File: config.mk
export PLATFORM = sky130hd
export DESIGN_NAME = bst_tap
export DESIGN_NICKNAME = d
export VERILOG_FILES = /design/src/shared/bst_pkg.sv /design/src/bst_tap.sv
export SDC_FILE = /design/constraint.sdc
export NUM_CORES = 1
export LEC_CHECK = 0
export BUFFER_PORTS_ARGS = -buffer_cell sky130_fd_sc_hd__buf_2
export CAP_MARGIN = 25
export CORE_ASPECT_RATIO = 0.7
export CORE_UTILIZATION = 45
export DETAILED_ROUTE_END_ITERATION = 8
export PLACE_DENSITY_LB_ADDON = 0.2
export SYNTH_ARGS = -nofsm -noshare
export SYNTH_HDL_FRONTEND = slang
export SYNTH_SLANG_ARGS = --single-unit
File: constraint.sdc
create_clock -name clock -period 2.6 [get_ports clock]
set_clock_uncertainty 0.05 [all_clocks]
set_input_delay 0.52 -clock clock [delete_from_list [all_inputs] [get_ports clock]]
set_output_delay 0.52 -clock clock [all_outputs]
set_load 0.01 [all_outputs]
File: src/shared/bst_pkg.sv
// Shared definitions for the boundary-scan test access port.
// Assumes a single system clock that oversamples the test clock pin.
package bst_pkg;

	// ------------------------------------------------------------------
	// Instruction codes
	// ------------------------------------------------------------------
	localparam int          IR_W          = 16;
	localparam logic [15:0] OP_BYPASS0    = 16'h0000;
	localparam logic [15:0] OP_BYPASS1    = 16'hFFFF;
	localparam logic [15:0] OP_SAMPLE     = 16'hFFF8;
	localparam logic [15:0] OP_EXTEST     = 16'hFFE8;
	localparam logic [15:0] OP_CLAMP      = 16'hFFEF;
	localparam logic [15:0] OP_HIGHZ      = 16'hFFCF;
	localparam logic [15:0] OP_IDENT      = 16'hFFFE;
	localparam logic [15:0] OP_PRIVATE    = 16'hFFFD;
	// Fixed capture pattern of the instruction register (low bits 01).
	localparam logic [15:0] IR_CAPTURE    = 16'h0001;
	// Identity value; the value is arbitrary, bit 0 must be one.
	localparam logic [31:0] ID_VALUE      = 32'h0ABC_D001;
	localparam int          ID_W          = 32;
	localparam int          PRIV_W        = 8;
	// Test-Logic-Reset is forced after this many TMS-high rising edges.
	localparam logic [2:0]  TLR_EDGES     = 3'h5;

	// ------------------------------------------------------------------
	// Controller states
	// ------------------------------------------------------------------
	typedef enum logic [3:0] {
		ST_TLR, ST_RTI, ST_SEL_DR, ST_CAP_DR, ST_SH_DR, ST_EX1_DR,
		ST_PA_DR, ST_EX2_DR, ST_UPD_DR, ST_SEL_IR, ST_CAP_IR,
		ST_SH_IR, ST_EX1_IR, ST_PA_IR, ST_EX2_IR, ST_UPD_IR
	} bst_state_type;

	// Test pins seen by the block, already synchronised.
	typedef struct packed {
		logic tck;
		logic tms;
		logic tdi;
	} bst_pins_type;

endpackage

File: src/bst_tap.sv
// Boundary-scan test access port: controller, instruction register,
// bypass, identity, private and boundary registers, pin muxing.
// Assumes test pins come asynchronously and the clock is far faster
// than the test clock so that both its edges are seen.
//
// Notes on behaviour
// Sample TMS and TDI at test clock rise.
// Change data out at test clock fall.
// Standard sixteen-state controller and register behaviour.
// Sixteen-bit IR; zeros, ones bypass; sample code.
// Extest, clamp, highz decoded with standard effects.
// Identity register 32 bits; private register code.
// Pins are scan only in test mode.
// Every digital pin has a boundary cell.
// Four test signals; controller, data and instruction.
// Five TMS-high edges force Test-Logic-Reset.
// Reset loads identity instruction, pins normal; highz pins stay floated until the first test clock in reset.
`timescale 1ns/100ps
module bst_tap
	import bst_pkg::*;
#(
	parameter int NPINS = 8
) (
	input  wire logic             clock,
	input  wire logic             rst_n,
	input  wire logic             test_mode,
	input  wire logic             tck_pin,
	input  wire logic             tms_pin,
	input  wire logic             tdi_pin,
	output logic                  tdo_q,
	output logic                  tdo_oe_q,
	input  wire logic [NPINS-1:0] core_out,
	input  wire logic [NPINS-1:0] core_oe,
	input  wire logic [NPINS-1:0] pad_in,
	output logic      [NPINS-1:0] pad_out_q,
	output logic      [NPINS-1:0] pad_oe_q,
	output logic      [NPINS-1:0] core_in_q
);
	import bst_pkg::*;

	// ------------------------------------------------------------------
	// Synchronisers for test pins
	// ------------------------------------------------------------------
	// Two stages; only the second stage is read by logic.
	bst_pins_type meta_q, sync_q;
	logic [NPINS-1:0] pad_meta_q;  // Pad levels, first stage.
	logic [NPINS-1:0] pad_sync_q;  // Pad levels, second stage.
	logic         tck_old_q;   // Last synchronised test clock level.
	logic         rise;        // Test clock rising edge seen.
	logic         fall;        // Test clock falling edge seen.

	// Pins are gated by test mode so the port stays idle otherwise.
	always_ff @(posedge clock or negedge rst_n) begin
		if (!rst_n) begin
			meta_q    <= '0;
			sync_q    <= '0;
			tck_old_q <= 1'b0;
			pad_meta_q <= '0;
			pad_sync_q <= '0;
		end else begin
			meta_q    <= '{tck_pin, tms_pin, tdi_pin};
			sync_q    <= meta_q;
			tck_old_q <= sync_q.tck;
			// Pad levels come from the board, so they are resynchronised.
			pad_meta_q <= pad_in;
			pad_sync_q <= pad_meta_q;
		end
	end
	assign rise = test_mode & sync_q.tck & ~tck_old_q;
	assign fall = test_mode & ~sync_q.tck & tck_old_q;

	// ------------------------------------------------------------------
	// Controller and shift registers
	// ------------------------------------------------------------------
	bst_state_type          st_q, st_d;
	logic [IR_W-1:0]        ir_q, ir_d;        // Active instruction.
	logic [IR_W-1:0]        irs_q, irs_d;      // Instruction shifter.
	logic                   byp_q, byp_d;      // Bypass bit.
	logic [ID_W-1:0]        id_q, id_d;        // Identity shifter.
	logic [PRIV_W-1:0]      pv_q, pv_d;        // Private register.
	logic [2*NPINS-1:0]     bs_q, bs_d;        // Boundary shifter.
	logic [2*NPINS-1:0]     bu_q, bu_d;        // Boundary update latch.
	logic [2:0]             hi_q, hi_d;        // TMS-high run count.

	// Decode instruction class; used for capture, shift, update and data out.
	function automatic logic [2:0] dr_sel(input logic [IR_W-1:0] op);
		unique case (op)
			OP_SAMPLE, OP_EXTEST:   dr_sel = 3'h1;
			OP_IDENT:               dr_sel = 3'h2;
			OP_PRIVATE:             dr_sel = 3'h3;
			default:                dr_sel = 3'h0; // Bypass
		endcase
	endfunction

	logic [2:0] sel;
	assign sel = dr_sel(ir_q);

	// Next-state logic of the sixteen-state controller.
	always_comb begin
		st_d = st_q;
		unique case (st_q)
			ST_TLR:    st_d = sync_q.tms ? ST_TLR : ST_RTI;
			ST_RTI:    st_d = sync_q.tms ? ST_SEL_DR : ST_RTI;
			ST_SEL_DR: st_d = sync_q.tms ? ST_SEL_IR : ST_CAP_DR;
			ST_CAP_DR: st_d = sync_q.tms ? ST_EX1_DR : ST_SH_DR;
			ST_SH_DR:  st_d = sync_q.tms ? ST_EX1_DR : ST_SH_DR;
			ST_EX1_DR: st_d = sync_q.tms ? ST_UPD_DR : ST_PA_DR;
			ST_PA_DR:  st_d = sync_q.tms ? ST_EX2_DR : ST_PA_DR;
			ST_EX2_DR: st_d = sync_q.tms ? ST_UPD_DR : ST_SH_DR;
			ST_UPD_DR: st_d = sync_q.tms ? ST_SEL_DR : ST_RTI;
			ST_SEL_IR: st_d = sync_q.tms ? ST_TLR : ST_CAP_IR;
			ST_CAP_IR: st_d = sync_q.tms ? ST_EX1_IR : ST_SH_IR;
			ST_SH_IR:  st_d = sync_q.tms ? ST_EX1_IR : ST_SH_IR;
			ST_EX1_IR: st_d = sync_q.tms ? ST_UPD_IR : ST_PA_IR;
			ST_PA_IR:  st_d = sync_q.tms ? ST_EX2_IR : ST_PA_IR;
			ST_EX2_IR: st_d = sync_q.tms ? ST_UPD_IR : ST_SH_IR;
			ST_UPD_IR: st_d = sync_q.tms ? ST_SEL_DR : ST_RTI;
		endcase
		// The state graph already reaches reset in five; the counter
		// guards against an illegal state after a glitch.
		hi_d = sync_q.tms ? ((hi_q == TLR_EDGES) ? hi_q : hi_q + 3'h1)
		                  : 3'h0;
		if (sync_q.tms && hi_q >= TLR_EDGES - 3'h1)
			st_d = ST_TLR;
		if (!rise) begin
			st_d = st_q;
			hi_d = hi_q;
		end
	end

	// Register datapath, all acting on a test clock rising edge.
	always_comb begin
		ir_d  = ir_q;
		irs_d = irs_q;
		byp_d = byp_q;
		id_d  = id_q;
		pv_d  = pv_q;
		bs_d  = bs_q;
		bu_d  = bu_q;
		if (rise) begin
			unique case (st_q)
				ST_TLR:    ir_d  = OP_IDENT;
				ST_CAP_IR: irs_d = IR_CAPTURE;
				ST_SH_IR:  irs_d = {sync_q.tdi, irs_q[IR_W-1:1]};
				ST_UPD_IR: ir_d  = irs_q;
				ST_CAP_DR: begin
					byp_d = 1'b0;
					id_d  = ID_VALUE;
					if (sel == 3'h1)
						bs_d = {core_oe, pad_sync_q};
				end
				ST_SH_DR: begin
					unique case (sel)
						3'h1: bs_d = {sync_q.tdi, bs_q[2*NPINS-1:1]};
						3'h2: id_d = {sync_q.tdi, id_q[ID_W-1:1]};
						3'h3: pv_d = {sync_q.tdi, pv_q[PRIV_W-1:1]};
						default: byp_d = sync_q.tdi;
					endcase
				end
				ST_UPD_DR: begin
					if (sel == 3'h1)
						bu_d = bs_q;
				end
				default: begin
				end
			endcase
		end
	end

	always_ff @(posedge clock or negedge rst_n) begin
		if (!rst_n) begin
			st_q  <= ST_TLR;
			hi_q  <= 3'h0;
			ir_q  <= OP_IDENT;
			irs_q <= IR_CAPTURE;
			byp_q <= 1'b0;
			id_q  <= ID_VALUE;
			pv_q  <= '0;
			bs_q  <= '0;
			bu_q  <= '0;
		end else begin
			st_q  <= st_d;
			hi_q  <= hi_d;
			ir_q  <= ir_d;
			irs_q <= irs_d;
			byp_q <= byp_d;
			id_q  <= id_d;
			pv_q  <= pv_d;
			bs_q  <= bs_d;
			bu_q  <= bu_d;
		end
	end

	// ------------------------------------------------------------------
	// Data out and pin drive
	// ------------------------------------------------------------------
	logic             tdo_d, tdo_oe_d;
	logic [NPINS-1:0] pout_d, poe_d;
	logic             ext;  // Boundary update latch owns the pins.

	// Pins: extest and clamp drive latched values, highz floats all.
	// Extest and clamp pins return to normal use as soon as the controller is in reset;
	// highz pins stay floated until the instruction reloads one test clock later.
	assign ext = test_mode && st_q != ST_TLR
		&& (ir_q == OP_EXTEST || ir_q == OP_CLAMP);

	always_comb begin
		tdo_d    = tdo_q;
		tdo_oe_d = tdo_oe_q;
		if (fall) begin
			tdo_oe_d = (st_q == ST_SH_DR) || (st_q == ST_SH_IR);
			if (st_q == ST_SH_IR)
				tdo_d = irs_q[0];
			else
				unique case (sel)
					3'h1:    tdo_d = bs_q[0];
					3'h2:    tdo_d = id_q[0];
					3'h3:    tdo_d = pv_q[0];
					default: tdo_d = byp_q;
				endcase
		end
		if (!test_mode)
			tdo_oe_d = 1'b0;
		pout_d = ext ? bu_q[NPINS-1:0] : core_out;
		poe_d  = ext ? bu_q[2*NPINS-1:NPINS] : core_oe;
		if (test_mode && ir_q == OP_HIGHZ)
			poe_d = '0;
	end

	always_ff @(posedge clock or negedge rst_n) begin
		if (!rst_n) begin
			tdo_q     <= 1'b0;
			tdo_oe_q  <= 1'b0;
			pad_out_q <= '0;
			pad_oe_q  <= '0;
			core_in_q <= '0;
		end else begin
			tdo_q     <= tdo_d;
			tdo_oe_q  <= tdo_oe_d;
			pad_out_q <= pout_d;
			pad_oe_q  <= poe_d;
			core_in_q <= pad_sync_q;
		end
	end
endmodule
Word-level counts from Yosys, hierarchy flattened
Index checks and enable logic that the tools add are counted.
{ "op_classes": {"add_sub_neg": 1, "n_lt_le_gt_ge": 1, "eq_ne": 31, "n_mux": 33, "bitwise": 6, "reduce_logical": 24} }
{ "op_table": {"columns": ["cell", "n"], "rows": [
  ["16-bit == test, second input constant", 6],
  ["16-bit one-hot mux with 2 select lines", 3],
  ["32-bit one-hot mux with 2 select lines", 1],
  ["4-bit one-hot mux with 12 select lines", 1],
  ["4-bit == test, second input constant", 8],
  ["16-bit 2-to-1 mux", 2],
  ["32-bit 2-to-1 mux", 1],
  ["8-bit 2-to-1 mux", 3],
  ["4-bit 2-to-1 mux", 5],
  ["4-bit by 3-bit == test with 1-bit output, second input constant", 4],
  ["3-bit 2-to-1 mux", 4],
  ["3-bit AND reduction", 4],
  ["4-bit by 2-bit == test with 1-bit output, second input constant", 2],
  ["2-bit inequality test, second input constant", 4],
  ["1-bit 2-to-1 mux", 7],
  ["2-bit 2-to-1 mux", 3],
  ["2-bit one-hot mux with 3 select lines", 1],
  ["2-bit AND reduction", 3],
  ["2-bit nonzero test", 3],
  ["2-bit OR reduction", 3],
  ["3-bit OR reduction", 2],
  ["1-bit bitwise AND", 4],
  ["2-bit == test, second input constant", 2],
  ["4-bit by 1-bit == test with 1-bit output, second input constant", 1],
  ["other kinds (13)", 19]
]} }
{ "word_totals": {"register_bits": 161, "in_bits": 30, "out_inout_bits": 26, "elab_cells": 119} }

Logic depth before layout (Yosys ltp)
Gate-level depths: netlist (run 1).
{ "depth": {"word_depth": 7, "depth_mapped": 7, "depth_no_buf": 6} }

Worst setup path after synthesis (run 1)
OpenSTA, ideal clock, no wires.
{ "synth_path": {"kind": "reg-to-reg", "start": "register ir_q[15]", "end": "register bs_q[0]", "setup_time_ns": 0.125, "arrival_time_ns": 2.086, "t_required_ns": 2.425, "setup_slack_ns": 0.339, "path_stages_with_launch": 7, "n_path_buf": 2, "cell_sequence": "dfstp_2 -> nand4_1 -> or2_1 -> or4_1 -> buf_6 -> buf_12 -> mux2_4"} }
{ "synth_via": {"elab_chain_len": 6} }
{ "synth_rtl": {"columns": ["item", "line", "rtl"], "rows": [
  ["start, declared", "bst_tap.sv:76", "logic [IR_W-1:0] ir_q, ir_d;"],
  ["start signal, assigned", "bst_tap.sv:184", "ir_q <= ir_d;"],
  ["16-bit == test", "bst_tap.sv:87", "unique case (op)"],
  ["2-bit OR reduction", "bst_tap.sv:87", null],
  ["2-bit one-hot mux with 3 select lines (*)", "bst_tap.sv:87", null],
  ["2-bit by 1-bit == test with 1-bit output (*)", null, null],
  ["2-bit inequality test (no source line)", null, null],
  ["4-bit AND reduction (no source line) (*)", null, null],
  ["end signal, assigned", "bst_tap.sv:189", "bs_q <= bs_d;"],
  ["end, declared", "bst_tap.sv:81", "logic [2*NPINS-1:0] bs_q, bs_d;"]
]} }
Every way passes the cells marked *; elsewhere a longest branch is shown, timed or not.
A chain may end at the register's enable or synchronous reset.

Final worst setup path (run 1)
{ "layout_path": {"start": "register ir_q[10]", "end": "register bs_q[6]"} }
The elaborated chain is that of the path after synthesis.

==> results of run 1 <==
==> per-stage QoR <==
| stage | hold slack, ps | setup slack, ps | power (mW) |
|---|---|---|---|
| floorplan | 174 | 339 | 4.52 |
| global placement | 282 | 306 | 4.88 |
| detailed placement | 285 | 240 | 4.97 |
| CTS | 21.4 | 223 | 7.41 |
| global route | 34.7 | 113 | 7.76 |
| finish | 2.76 | 217 | 7.34 |
==> synth_stat cells, types with 2 or more instances <==
library cell    n
dfstp_2        27
nor2_1          9
or4_1           3
buf_6           2
nand4_1         4
o22ai_1         3
a211oi_1        3
and3b_1         3
dfrtp_1       134
mux2i_1        22
o21ai_0        19
o211ai_1        2
buf_12          2
clkbuf_1       17
o22a_1         15
mux2_4         20
or3b_2          2
nand3b_1        2
nor4_1          3
a31oi_1         6
nand2b_1       10
mux2_2         54
and3_1          2
nor3_1          4
nand4_2         2
or3_1           3
a21oi_1        14
nand4b_1        3
inv_1          32
ha_1            2
nand3_1        27
buf_2           9
nor2b_1         2
nand2_1        64
==> cell type report <==
class	instances	area, µm²	share of cell area
clock buffer	17	425	0.0535
inverter	32	120	0.0151
multi-input combinational	328	2500	0.315
clock inverter	15	146	0.0184
sequential	161	4060	0.511
tap	195	244	0.0307
timing repair buffer	74	449	0.0565
==> cell families (layout without fill, tap and decap cells) <==
group,Yosys count,after routing
xor+xnor,1,1
simple gates,151,151
compound gates,78,78
fa+ha+maj,2,2
flops,161,161
buf+inv,63,138
mux,96,96
==> layer usage <==
metal / vias up / global-route usage / wire length, µm
met4: 0 / 0.0590 / 181
met5: - / 0 / 0
met3: 16 / 0.0403 / 623
met1: 2198 / 0.272 / 6320
met2: 110 / 0.267 / 6080
li1: 2072 / - / -
==> final timing paths <==
check                           from            end  slack, ps  depth (start not counted)
min in group clock         pad_in[1]  pad_meta_q[1]        150                          1
setup / recovery            ir_q[10]        bs_q[6]        220                          5
hold reg to reg            meta_q[0]      sync_q[0]        300                          0
hold / removal                 rst_n  pad_meta_q[7]          3                          1
max in group asynchronous      rst_n        ir_q[4]       1670                          2
setup reg to reg            ir_q[10]        bs_q[6]        220                          5
==> cell usage in the layout (no fill, tap or decap), types with 3 or more instances in the layout <==
cell        count
nor2_1          9
a31oi_1         6
nand3_1        27
nand4_1         4
inv_6           4
clkinvlp_4      4
nand4b_1        3
buf_4          17
a211oi_1        3
o22ai_1         3
or4_1           3
a21oi_1        14
nand2b_1       10
mux2i_1        22
nor4_1          3
mux2_4         20
nor3_1          4
inv_1          32
and3b_1         3
o22a_1         15
buf_2          54
dfstp_2        27
mux2_2         54
inv_8           5
or3_1           3
nand2_1        64
clkbuf_16      17
o21ai_0        19
dfrtp_1       134
==> critical path, delay by kind of cell, from the launching register on <==
kind          cells  cell delay [ps]
mux               1              320
flops             1              540
buf+inv           1              240
simple gates      3             1110
==> power groups by stage <==
| stage | logic, mW | clock network [mW] | registers, mW |
|---|---|---|---|
| 2_1_floorplan | 1.10 | 0 | 3.42 |
| 3_3_place_gp | 1.32 | 0 | 3.56 |
| 3_5_place_dp | 1.39 | 0 | 3.59 |
| 4_1_cts | 1.40 | 2.46 | 3.55 |
| 5_1_grt | 1.55 | 2.57 | 3.63 |
| 6_report | 1.38 | 2.41 | 3.55 |
==> registers in the layout (all words and copies together), names as in the netlist <==
| register | count |
|---|---|
| tdo_q | 1 |
| pv_q | 8 |
| bu_q | 16 |
| pad_sync_q | 8 |
| irs_q | 16 |
| pad_out_q | 8 |
| core_in_q | 8 |
| ir_q | 16 |
| id_q | 32 |
| byp_q | 1 |
| tdo_oe_q | 1 |
| st_q | 4 |
| bs_q | 16 |
| sync_q | 3 |
| pad_meta_q | 8 |
| meta_q | 3 |
| tck_old_q | 1 |
| pad_oe_q | 8 |
| hi_q | 3 |
==> metrics.md, run 1 <==
| Metric | Value |
|---|---|
| Syn avg cell area | 12.4 µm² |
| Sum of negative setup slack | 0 ps |
| Worst slew margin | 0.574 |
| Vias per inst | between 5 and 6 |
| Max Clk Rate | between 400 and 500 MHz |
| Row cnt | 37 |
| # IOs | 56 |
| Via count of the routed design | ~4400 |
| Synth Area in Compound Gates | 0.0791 |
| Lkg Pwr | around 3.6 nW |
| CTS tree | built |
| Largest family of logic cells by synthesized area | multiplexers |
| Antenna Cells | 0 |
| Pwr Density | 924 nW/µm² |
| Initial antenna violation count | 0 |
| CTS max path bufs | 2 |
| DR pass1 iterations | 5 |
| Fin nets | between 600 and 700 |
| Final instance area | 7950 µm² |
| Worst Max-Slew Pin Slew | between 600 and 700 ps |
| Post-synthesis simple-gate area fraction | 0.115 |
| Worst-Skew Late Latency | roughly 420 ps |
| Routed Antenna Nets | 0 |
| Vert. Die Dim | about 110 µm |
| Placed cell count | 790 |
| Power Internal | a little over 5 mW |
| Synth area leaders | dfrtp_1 (49%), dfstp_2 (10%), mux2_2 (8.9%) |
| Cells after Synth | between 500 and 600 |
| Seq pwr share | 0.484 |
| CTS Buf Count | 17 |
| Fin util | 0.538 |
| Port-buffer cells | between 50 and 60 |
| Initial Util | 0.464 |
| Part of the cycle the worst path needs | 0.917 |
| Synth Cell Area | between 6000 and 7000 µm² |
| Post-synthesis mux area share | 0.165 |
| Gr usage total | 0.184 |
| Comb pwr share | 0.189 |
| Area Overhead vs Synth | 16.0% |
| Tmin final | 2380 ps |
| Largest net degree at the start of global routing | 57 |
| Total nets after synthesis | 584 |
| # clock sinks | roughly 160 |
| Vias in the first global route | ~4400 |
| Core area | about 15000 µm² |
| Largest area contributor in the synthesized netlist | dfrtp_1 |
| Total die area | approximately 16000 µm² |
| Post-synth top flop | dfrtp_1 |
| DR DRC count | 0 |
| Clock Pin Slew Worst Setup and Hold Paths | about 70 ps |
| Critical Path RT | about 2900 ps |
| # hold bufs at CTS | 0 |
| Synth Area in Adders | 0.00365 |
| #FFs+latches synth | 161 |
| Final GP Congestion | 0.812 |
| EDFF count, synth | 0 |
| Die width | between 100 and 150 µm |
| Post_cts resized | 0 |
| H-Tree Depth | 4 |
| Share of the synthesized area in the top cell type | 0.489 |
| Unrepaired setup endpoints after global routing | false |
| Sequential fraction of the synthesis area | 0.593 |
| Slowest CP cell | dfstp_2 |
| Post-Place Cell Area | 7380 µm² |
| Sw Pwr | 2.27 mW |
| Synth unique cells | 60 |
| Cell chain of the critical path | nand4_1 > or2_1 > or4_1 > buf_4 > mux2_4 |
| Final Non-Filler Cells | 822 |
| Post-CTS Setup Inserts | 0 |
| Setup violators final | 0 |
| Status | finished, final reports clean |
| Worst VDD drop | around 0.5 mV |
| Sw Share | 0.310 |
| Ys Warns | 0 |
| DR iter-0 viols | 249 |
| Root Buffer | clkbuf_16 |
| Post-synthesis xor/xnor area fraction | 0.00128 |
| Max incr delay on CP | 540 ps |
| Endpoints failing hold | 0 |
| CP Launch Type | register |
| Share of post-route cells with drive strength above 1 | 0.346 |
| Worst-path fanout max | 16 |
| Final Max Tran Viols | 0 |
| Clock Power Share | 0.328 |
| Crit end category | register |
| Post-DP HPWL | between 8000 and 9000 µm |
| Routed WL | 13200 µm |
| Max-Cap Viols | 0 |
| WL/cell | about 16 µm |
| Setup CP Type | register to register |
| First-pass GRT wire length | approximately 22000 µm |
| Crit path arrival time | around 2600 ps |
| Total grt overflow | 0 |
| Async SR Flop Fraction | 1.00 |
| HP Class | input port to asynchronous set/reset pin |
| Filler cell count in the final layout | roughly 1200 |
(Power assumes the default switching activity.)
==> run 2, diff against run 1 <==
--- a/config.mk
+++ b/config.mk
@@ -10,7 +10,6 @@
 export CORE_ASPECT_RATIO = 0.7
 export CORE_UTILIZATION = 45
 export DETAILED_ROUTE_END_ITERATION = 8
-export PLACE_DENSITY_LB_ADDON = 0.2
 export SYNTH_ARGS = -nofsm -noshare
 export SYNTH_HDL_FRONTEND = slang
 export SYNTH_SLANG_ARGS = --single-unit
==> run 2 against run 1 <==
Combinational power about the same. Largest cell class unchanged. Highest routed layer unchanged. Core utilization rose by 0.45 points. Setup slack improved by 6.7 ps. Critical endpoint is now bs_q[4]. Power up 1.4%. Routed wire length about the same. Via count shrank 2.9%. Sequential share of layout area fell by 0.42 points. Hold slack better by 150 ps. Cell count up 0.36%.
==> metrics.md, run 2 (synthesis results as in run 1) <==
| Metric | Value |
|---|---|
| Status | finished, final reports clean |
| Largest register FFs | 32 |
| Row cnt | 37 |
| Sum of negative setup slack | 0 ps |
| Lkg Pwr | between 3 and 4 nW |
| Comb pwr share | 0.186 |
| Gr usage total | 0.186 |
| Sw Share | 0.295 |
| # IOs | 56 |
| Share of post-route cells with drive strength above 1 | 0.348 |
| Setup CP Type | register to register |
| Biggest register | id_q |
| Post-CTS Setup Inserts | 0 |
| Reg area | between 4000 and 5000 µm² |
| Filler cell count in the final layout | 1259 |
| Worst VDD drop | 0.440 mV |
| Unrepaired setup endpoints after global routing | false |
| Fin util | 0.543 |
| Part of the cycle the worst path needs | 0.914 |
| Post-Place Cell Area | approximately 7400 µm² |
| Sw Pwr | 2.20 mW |
| Vias in the first global route | roughly 4400 |
| DR DRC count | 0 |
| Most common cell after layout, fill and taps aside | dfrtp_1 |
| Total die area | approximately 16000 µm² |
| Final instance area | ~8000 µm² |
| Crit path arrival time | around 2600 ps |
| Final Max Tran Viols | 0 |
| HP Class | input port to register |
| Largest net degree at the start of global routing | 53 |
| CTS tree | built |
| Core area | between 10000 and 15000 µm² |
| Vert. Die Dim | around 110 µm |
| Worst r2r src | ir_q[14] |
| Power Internal | 5.25 mW |
| CP Launch Type | register |
| Post-DP HPWL | about 8900 µm |
| Via count of the routed design | between 4000 and 5000 |
| R2R Setup Slk | between 200 and 250 ps |
| Hold Path Stages | 1 |
| Routed Antenna Nets | 0 |
| CTS Buf Count | 17 |
| Initial Util | 0.464 |
| Initial antenna violation count | 0 |
| Worst Max-Slew Pin Slew | a little under 600 ps |
| Max Clk Rate | 421 MHz |
| Antenna Cells | 0 |
| WL/cell | roughly 16 µm |
| CTS max path bufs | 2 |
| Final GP Congestion | around 0.83 |
| Hold Path End | pad_meta_q[2] |
| Die width | approximately 150 µm |
| Setup violators final | 0 |
| Port-buffer cells | 55 |
| Most frequent cells in the layout | dfrtp_1 (134), nand2_1 (64), mux2_2 (54), buf_2 (54), inv_1 (32) |
| DR pass1 iterations | 4 |
| First-pass GRT wire length | ~23000 µm |
| Crit end category | register |
| H-Tree Depth | 4 |
| Total grt overflow | 0 |
| Critical Path RT | between 2000 and 3000 ps |
| Fin nets | ~650 |
| Worst-path fanout max | 16 |
| Root Buffer | clkbuf_16 |
| # clock sinks | between 150 and 200 |
| Clock Power Share | 0.338 |
| Clock Pin Slew Worst Setup and Hold Paths | 70 ps |
| Worst slew margin | 0.601 |
| Seq pwr share | 0.475 |
| Reg2Reg Depth | 5 |
| Worst-Skew Late Latency | ~420 ps |
| Area Overhead vs Synth | 17.0% |
| Hold Startpoint | pad_in[2] |
| Vias per inst | between 5 and 6 |
| Endpoints failing hold | 0 |
| Pwr Density | between 900 and 1000 nW/µm² |
| R2R Path End | bs_q[4] |
| Routed WL | 13200 µm |
| Max-Cap Viols | 0 |
| DR iter-0 viols | 210 |
| Tmin final | between 2000 and 2500 ps |
| Area of the multi-input gates | approximately 2500 µm² |
run 2: changes by cell type in the layout (fill, tap and decap cells not counted):
cell           before  now
inv_6               4    5
buf_4              17   18
clkinvlp_4          4    1
clkinv_2            0    2
bufinv_16           0    2
inv_8               5    1
dlygate4sd3_1       0    1
buf_12              2    3
clkinv_4            1    3
run 2: worst max path at each step:
stage,startpoint,end,slack (ps),cells past startpoint
CTS,ir_q[14],bs_q[4],230,5
global route,ir_q[14],bs_q[4],130,5
floorplan,ir_q[15],bs_q[0],340,6
finish,ir_q[14],bs_q[4],220,5
global placement,test_mode,bu_q[6],270,6
detailed placement,ir_q[11],bu_q[14],250,5
run 2: area by class of cell:
cell class,count,area share
flip-flops and latches,161,0.507
multi-input cells,328,0.312
repair buffers,77,0.0607
clock buffers,17,0.0531
well taps,195,0.0304
clock inverters,15,0.0219
inverters,32,0.0150
run 2: power by group through the flow:
stage | Sequential [mW] | Clock [mW] | Combinational [mW]
floorplan | 3.42 | 0 | 1.10
global placement | 3.55 | 0 | 1.33
detailed placement | 3.58 | 0 | 1.39
CTS | 3.54 | 2.58 | 1.40
global route | 3.62 | 2.69 | 1.57
finish | 3.54 | 2.52 | 1.39
run 2: timing repair:
| item | 4_1_cts | 5_1_grt |
|---|---|---|
| hold buffers | 1 | 0 |
| hold endpoints to repair | 9 | 0 |
| resized for setup | 0 | 0 |
run 2: per-stage QoR:
| stage | instances | total power, mW | hold WS (ps) | setup WS [ps] |
|---|---|---|---|---|
| 2_1_floorplan | 552 | 4.52 | 174 | 339 |
| 3_5_place_dp | 792 | 4.97 | 285 | 250 |
| 6_report | 825 | 7.44 | 152 | 224 |
| 3_3_place_gp | 792 | 4.88 | 284 | 272 |
| 5_1_grt | 825 | 7.88 | 129 | 131 |
| 4_1_cts | 825 | 7.52 | 138 | 231 |
run 2: metal layers:
metal	up-vias	wire length, µm	GRT usage
li1	2077	-	-
met1	2114	6450	0.265
met2	73	6110	0.279
met3	6	560	0.0455
met4	0	91	0.0605
met5	-	0	0
run 2: critical path: stages (launching register included):
cell and delay (ps):
dfstp_2 540, nand4_1 220, or2_1 350, or4_1 530, buf_4 240, mux2_4 320
==> run 3, diff against run 2 <==
--- a/config.mk
+++ b/config.mk
@@ -10,6 +10,7 @@
 export CORE_ASPECT_RATIO = 0.7
 export CORE_UTILIZATION = 45
 export DETAILED_ROUTE_END_ITERATION = 8
+export SLEW_MARGIN = 20
 export SYNTH_ARGS = -nofsm -noshare
 export SYNTH_HDL_FRONTEND = slang
 export SYNTH_SLANG_ARGS = --single-unit
==> constraint.sdc (replaced) <==
create_clock -name clock -period 2.8 [get_ports clock]
set_clock_uncertainty 0.05 [all_clocks]
set_input_delay 0.56 -clock clock [delete_from_list [all_inputs] [get_ports clock]]
set_output_delay 0.56 -clock clock [all_outputs]
set_load 0.01 [all_outputs]
==> run 3 against run 2 <==
Cell count is 0.61% lower. Highest routed layer unchanged. First-iteration DRC count increased by 3.3%. Routed wire length decreased by 0.78%. Die area unchanged. Clock power is 7.9% lower. Maximum frequency is 0.31% higher. Sequential cell count did not move. Design area shrank 0.61%. Power is 7.4% lower. Sequential share of layout area grew 0.31 points.
==> metrics.md, run 3 (synthesis results as in run 1) <==
| Metric | Value |
|---|---|
| Status | finished, final reports clean |
| H-Tree Depth | 4 |
| Initial Util | 0.464 |
| Row cnt | 37 |
| Worst VDD drop | roughly 0.38 mV |
| Final Non-Filler Cells | between 800 and 900 |
| Sum of negative setup slack | 0 ps |
| Initial antenna violation count | 0 |
| Pre-CTS WS | around 450 ps |
| Worst Max-Slew Pin Slew | around 600 ps |
| Unrepaired setup endpoints after global routing | false |
| CTS Buf Count | 17 |
| First-pass GRT wire length | ~22000 µm |
| Lkg Pwr | 3.61 nW |
| Port-buffer cells | between 50 and 60 |
| Part of the cycle the worst path needs | 0.846 |
| Root Buffer | clkbuf_16 |
| Reg2Reg Depth | 5 |
| Via count of the routed design | 4331 |
| Setup violators final | 0 |
| Fin nets | about 640 |
| Max-Cap Viols | 0 |
| Crit path arrival time | ~2600 ps |
| Routed WL | about 13000 µm |
| DR DRC count | 0 |
| Vias in the first global route | about 4300 |
| Worst slew margin | 0.599 |
| Endpoints failing hold | 0 |
| DR pass1 iterations | 5 |
| Area Overhead vs Synth | 16.3% |
| Final GP Congestion | around 0.75 |
| Post-CTS Setup Inserts | 0 |
| Share of post-route cells with drive strength above 1 | 0.341 |
| # IOs | 56 |
| Vias per inst | 5.28 |
| Routed Antenna Nets | 0 |
| Vert. Die Dim | 105 µm |
| Crit end category | register |
| CTS tree | built |
| # clock sinks | between 150 and 200 |
| Post_cts resized | 0 |
| Post-DP HPWL | 8750 µm |
| Antenna Cells | 0 |
| # hold bufs at CTS | 0 |
| Gr usage total | 0.179 |
| Placed cell count | between 700 and 800 |
| Worst-Skew Late Latency | 420 ps |
| Most frequent cells in the layout | dfrtp_1 (134), nand2_1 (64), mux2_2 (54), buf_2 (54), inv_1 (32) |
| Post-route setup slack | around 430 ps |
| WL/cell | 16.0 µm |
| Clock Pin Slew Worst Setup and Hold Paths | roughly 70 ps |
| Total grt overflow | 0 |
| Max Clk Rate | approximately 420 MHz |
| Largest register FFs | 32 |
| Total die area | between 15000 and 20000 µm² |
| Tmin final | roughly 2400 ps |
| Die width | between 100 and 150 µm |
| HP Class | input port to asynchronous set/reset pin |
| Final instance area | approximately 8000 µm² |
| Largest net degree at the start of global routing | 68 |
| Setup CP Type | register to register |
| Final Max Tran Viols | 0 |
| DR iter-0 viols | ~220 |
| CTS max path bufs | 2 |
| Worst-path fanout max | 16 |
| Post-Place Cell Area | ~7400 µm² |
| Pwr Density | ~870 nW/µm² |
| Biggest register | id_q |
| Critical Path RT | ~3000 ps |
| Most common cell after layout, fill and taps aside | dfrtp_1 |
| Core area | roughly 15000 µm² |
| CP Launch Type | register |
run 3: cell types whose count changed in the layout (fill, tap and decap cells not counted), sizes merged:
cell / delta
buf: -4
clkbuf: +3
inv: -1
clkinvlp: +3
dlygate4sd3: -1
clkinv: -5
run 3: stage by stage:
step                      total power [mW]  hold slack (ps)  utilization
after global placement                4.54              282        0.499
final                                 6.90             83.9        0.539
after detailed placement              4.62              285        0.499
after global routing                  7.28              114        0.539
after floorplan                       4.20              214            -
after CTS                             6.96             94.7        0.539
run 3: critical path: stages, from the launching register on:
cell,delay [ps]
dfstp_2,530
nand4_1,230
or2_1,340
or4_1,520
buf_4,240
mux2_4,320
run 3: per-layer routing:
layer	wire (µm)	track usage	up-vias
li1	-	-	2057
met1	6610	0.262	2190
met2	5870	0.263	73
met3	481	0.0368	11
met4	146	0.0605	0
met5	0	0	-
run 3: layout make-up:
cell class / count / area [µm²]
Fill cell: 1238 / 6800
Clock buffer: 20 / 447
Tap cell: 195 / 244
Inverter: 32 / 120
Sequential cell: 161 / 4060
Timing Repair Buffer: 72 / 447
Clock inverter: 12 / 145
Multi-Input combinational cell: 328 / 2500
run 3: final timing paths:
check,to,slack [ps],from
max,bu_q[7],430,ir_q[15]
min,pad_meta_q[7],80,rst_n
max reg2reg,bu_q[7],430,ir_q[15]
min reg2reg,sync_q[1],300,meta_q[1]
max in group asynchronous,id_q[23],1830,rst_n
min in group clock,pad_meta_q[6],200,pad_in[6]
run 3: power breakdown:
part / internal [mW] / switching, mW
sequential: 2.92 / 0.380
clock: 1.36 / 0.960
combinational: 0.606 / 0.676
total: 4.88 / 2.02
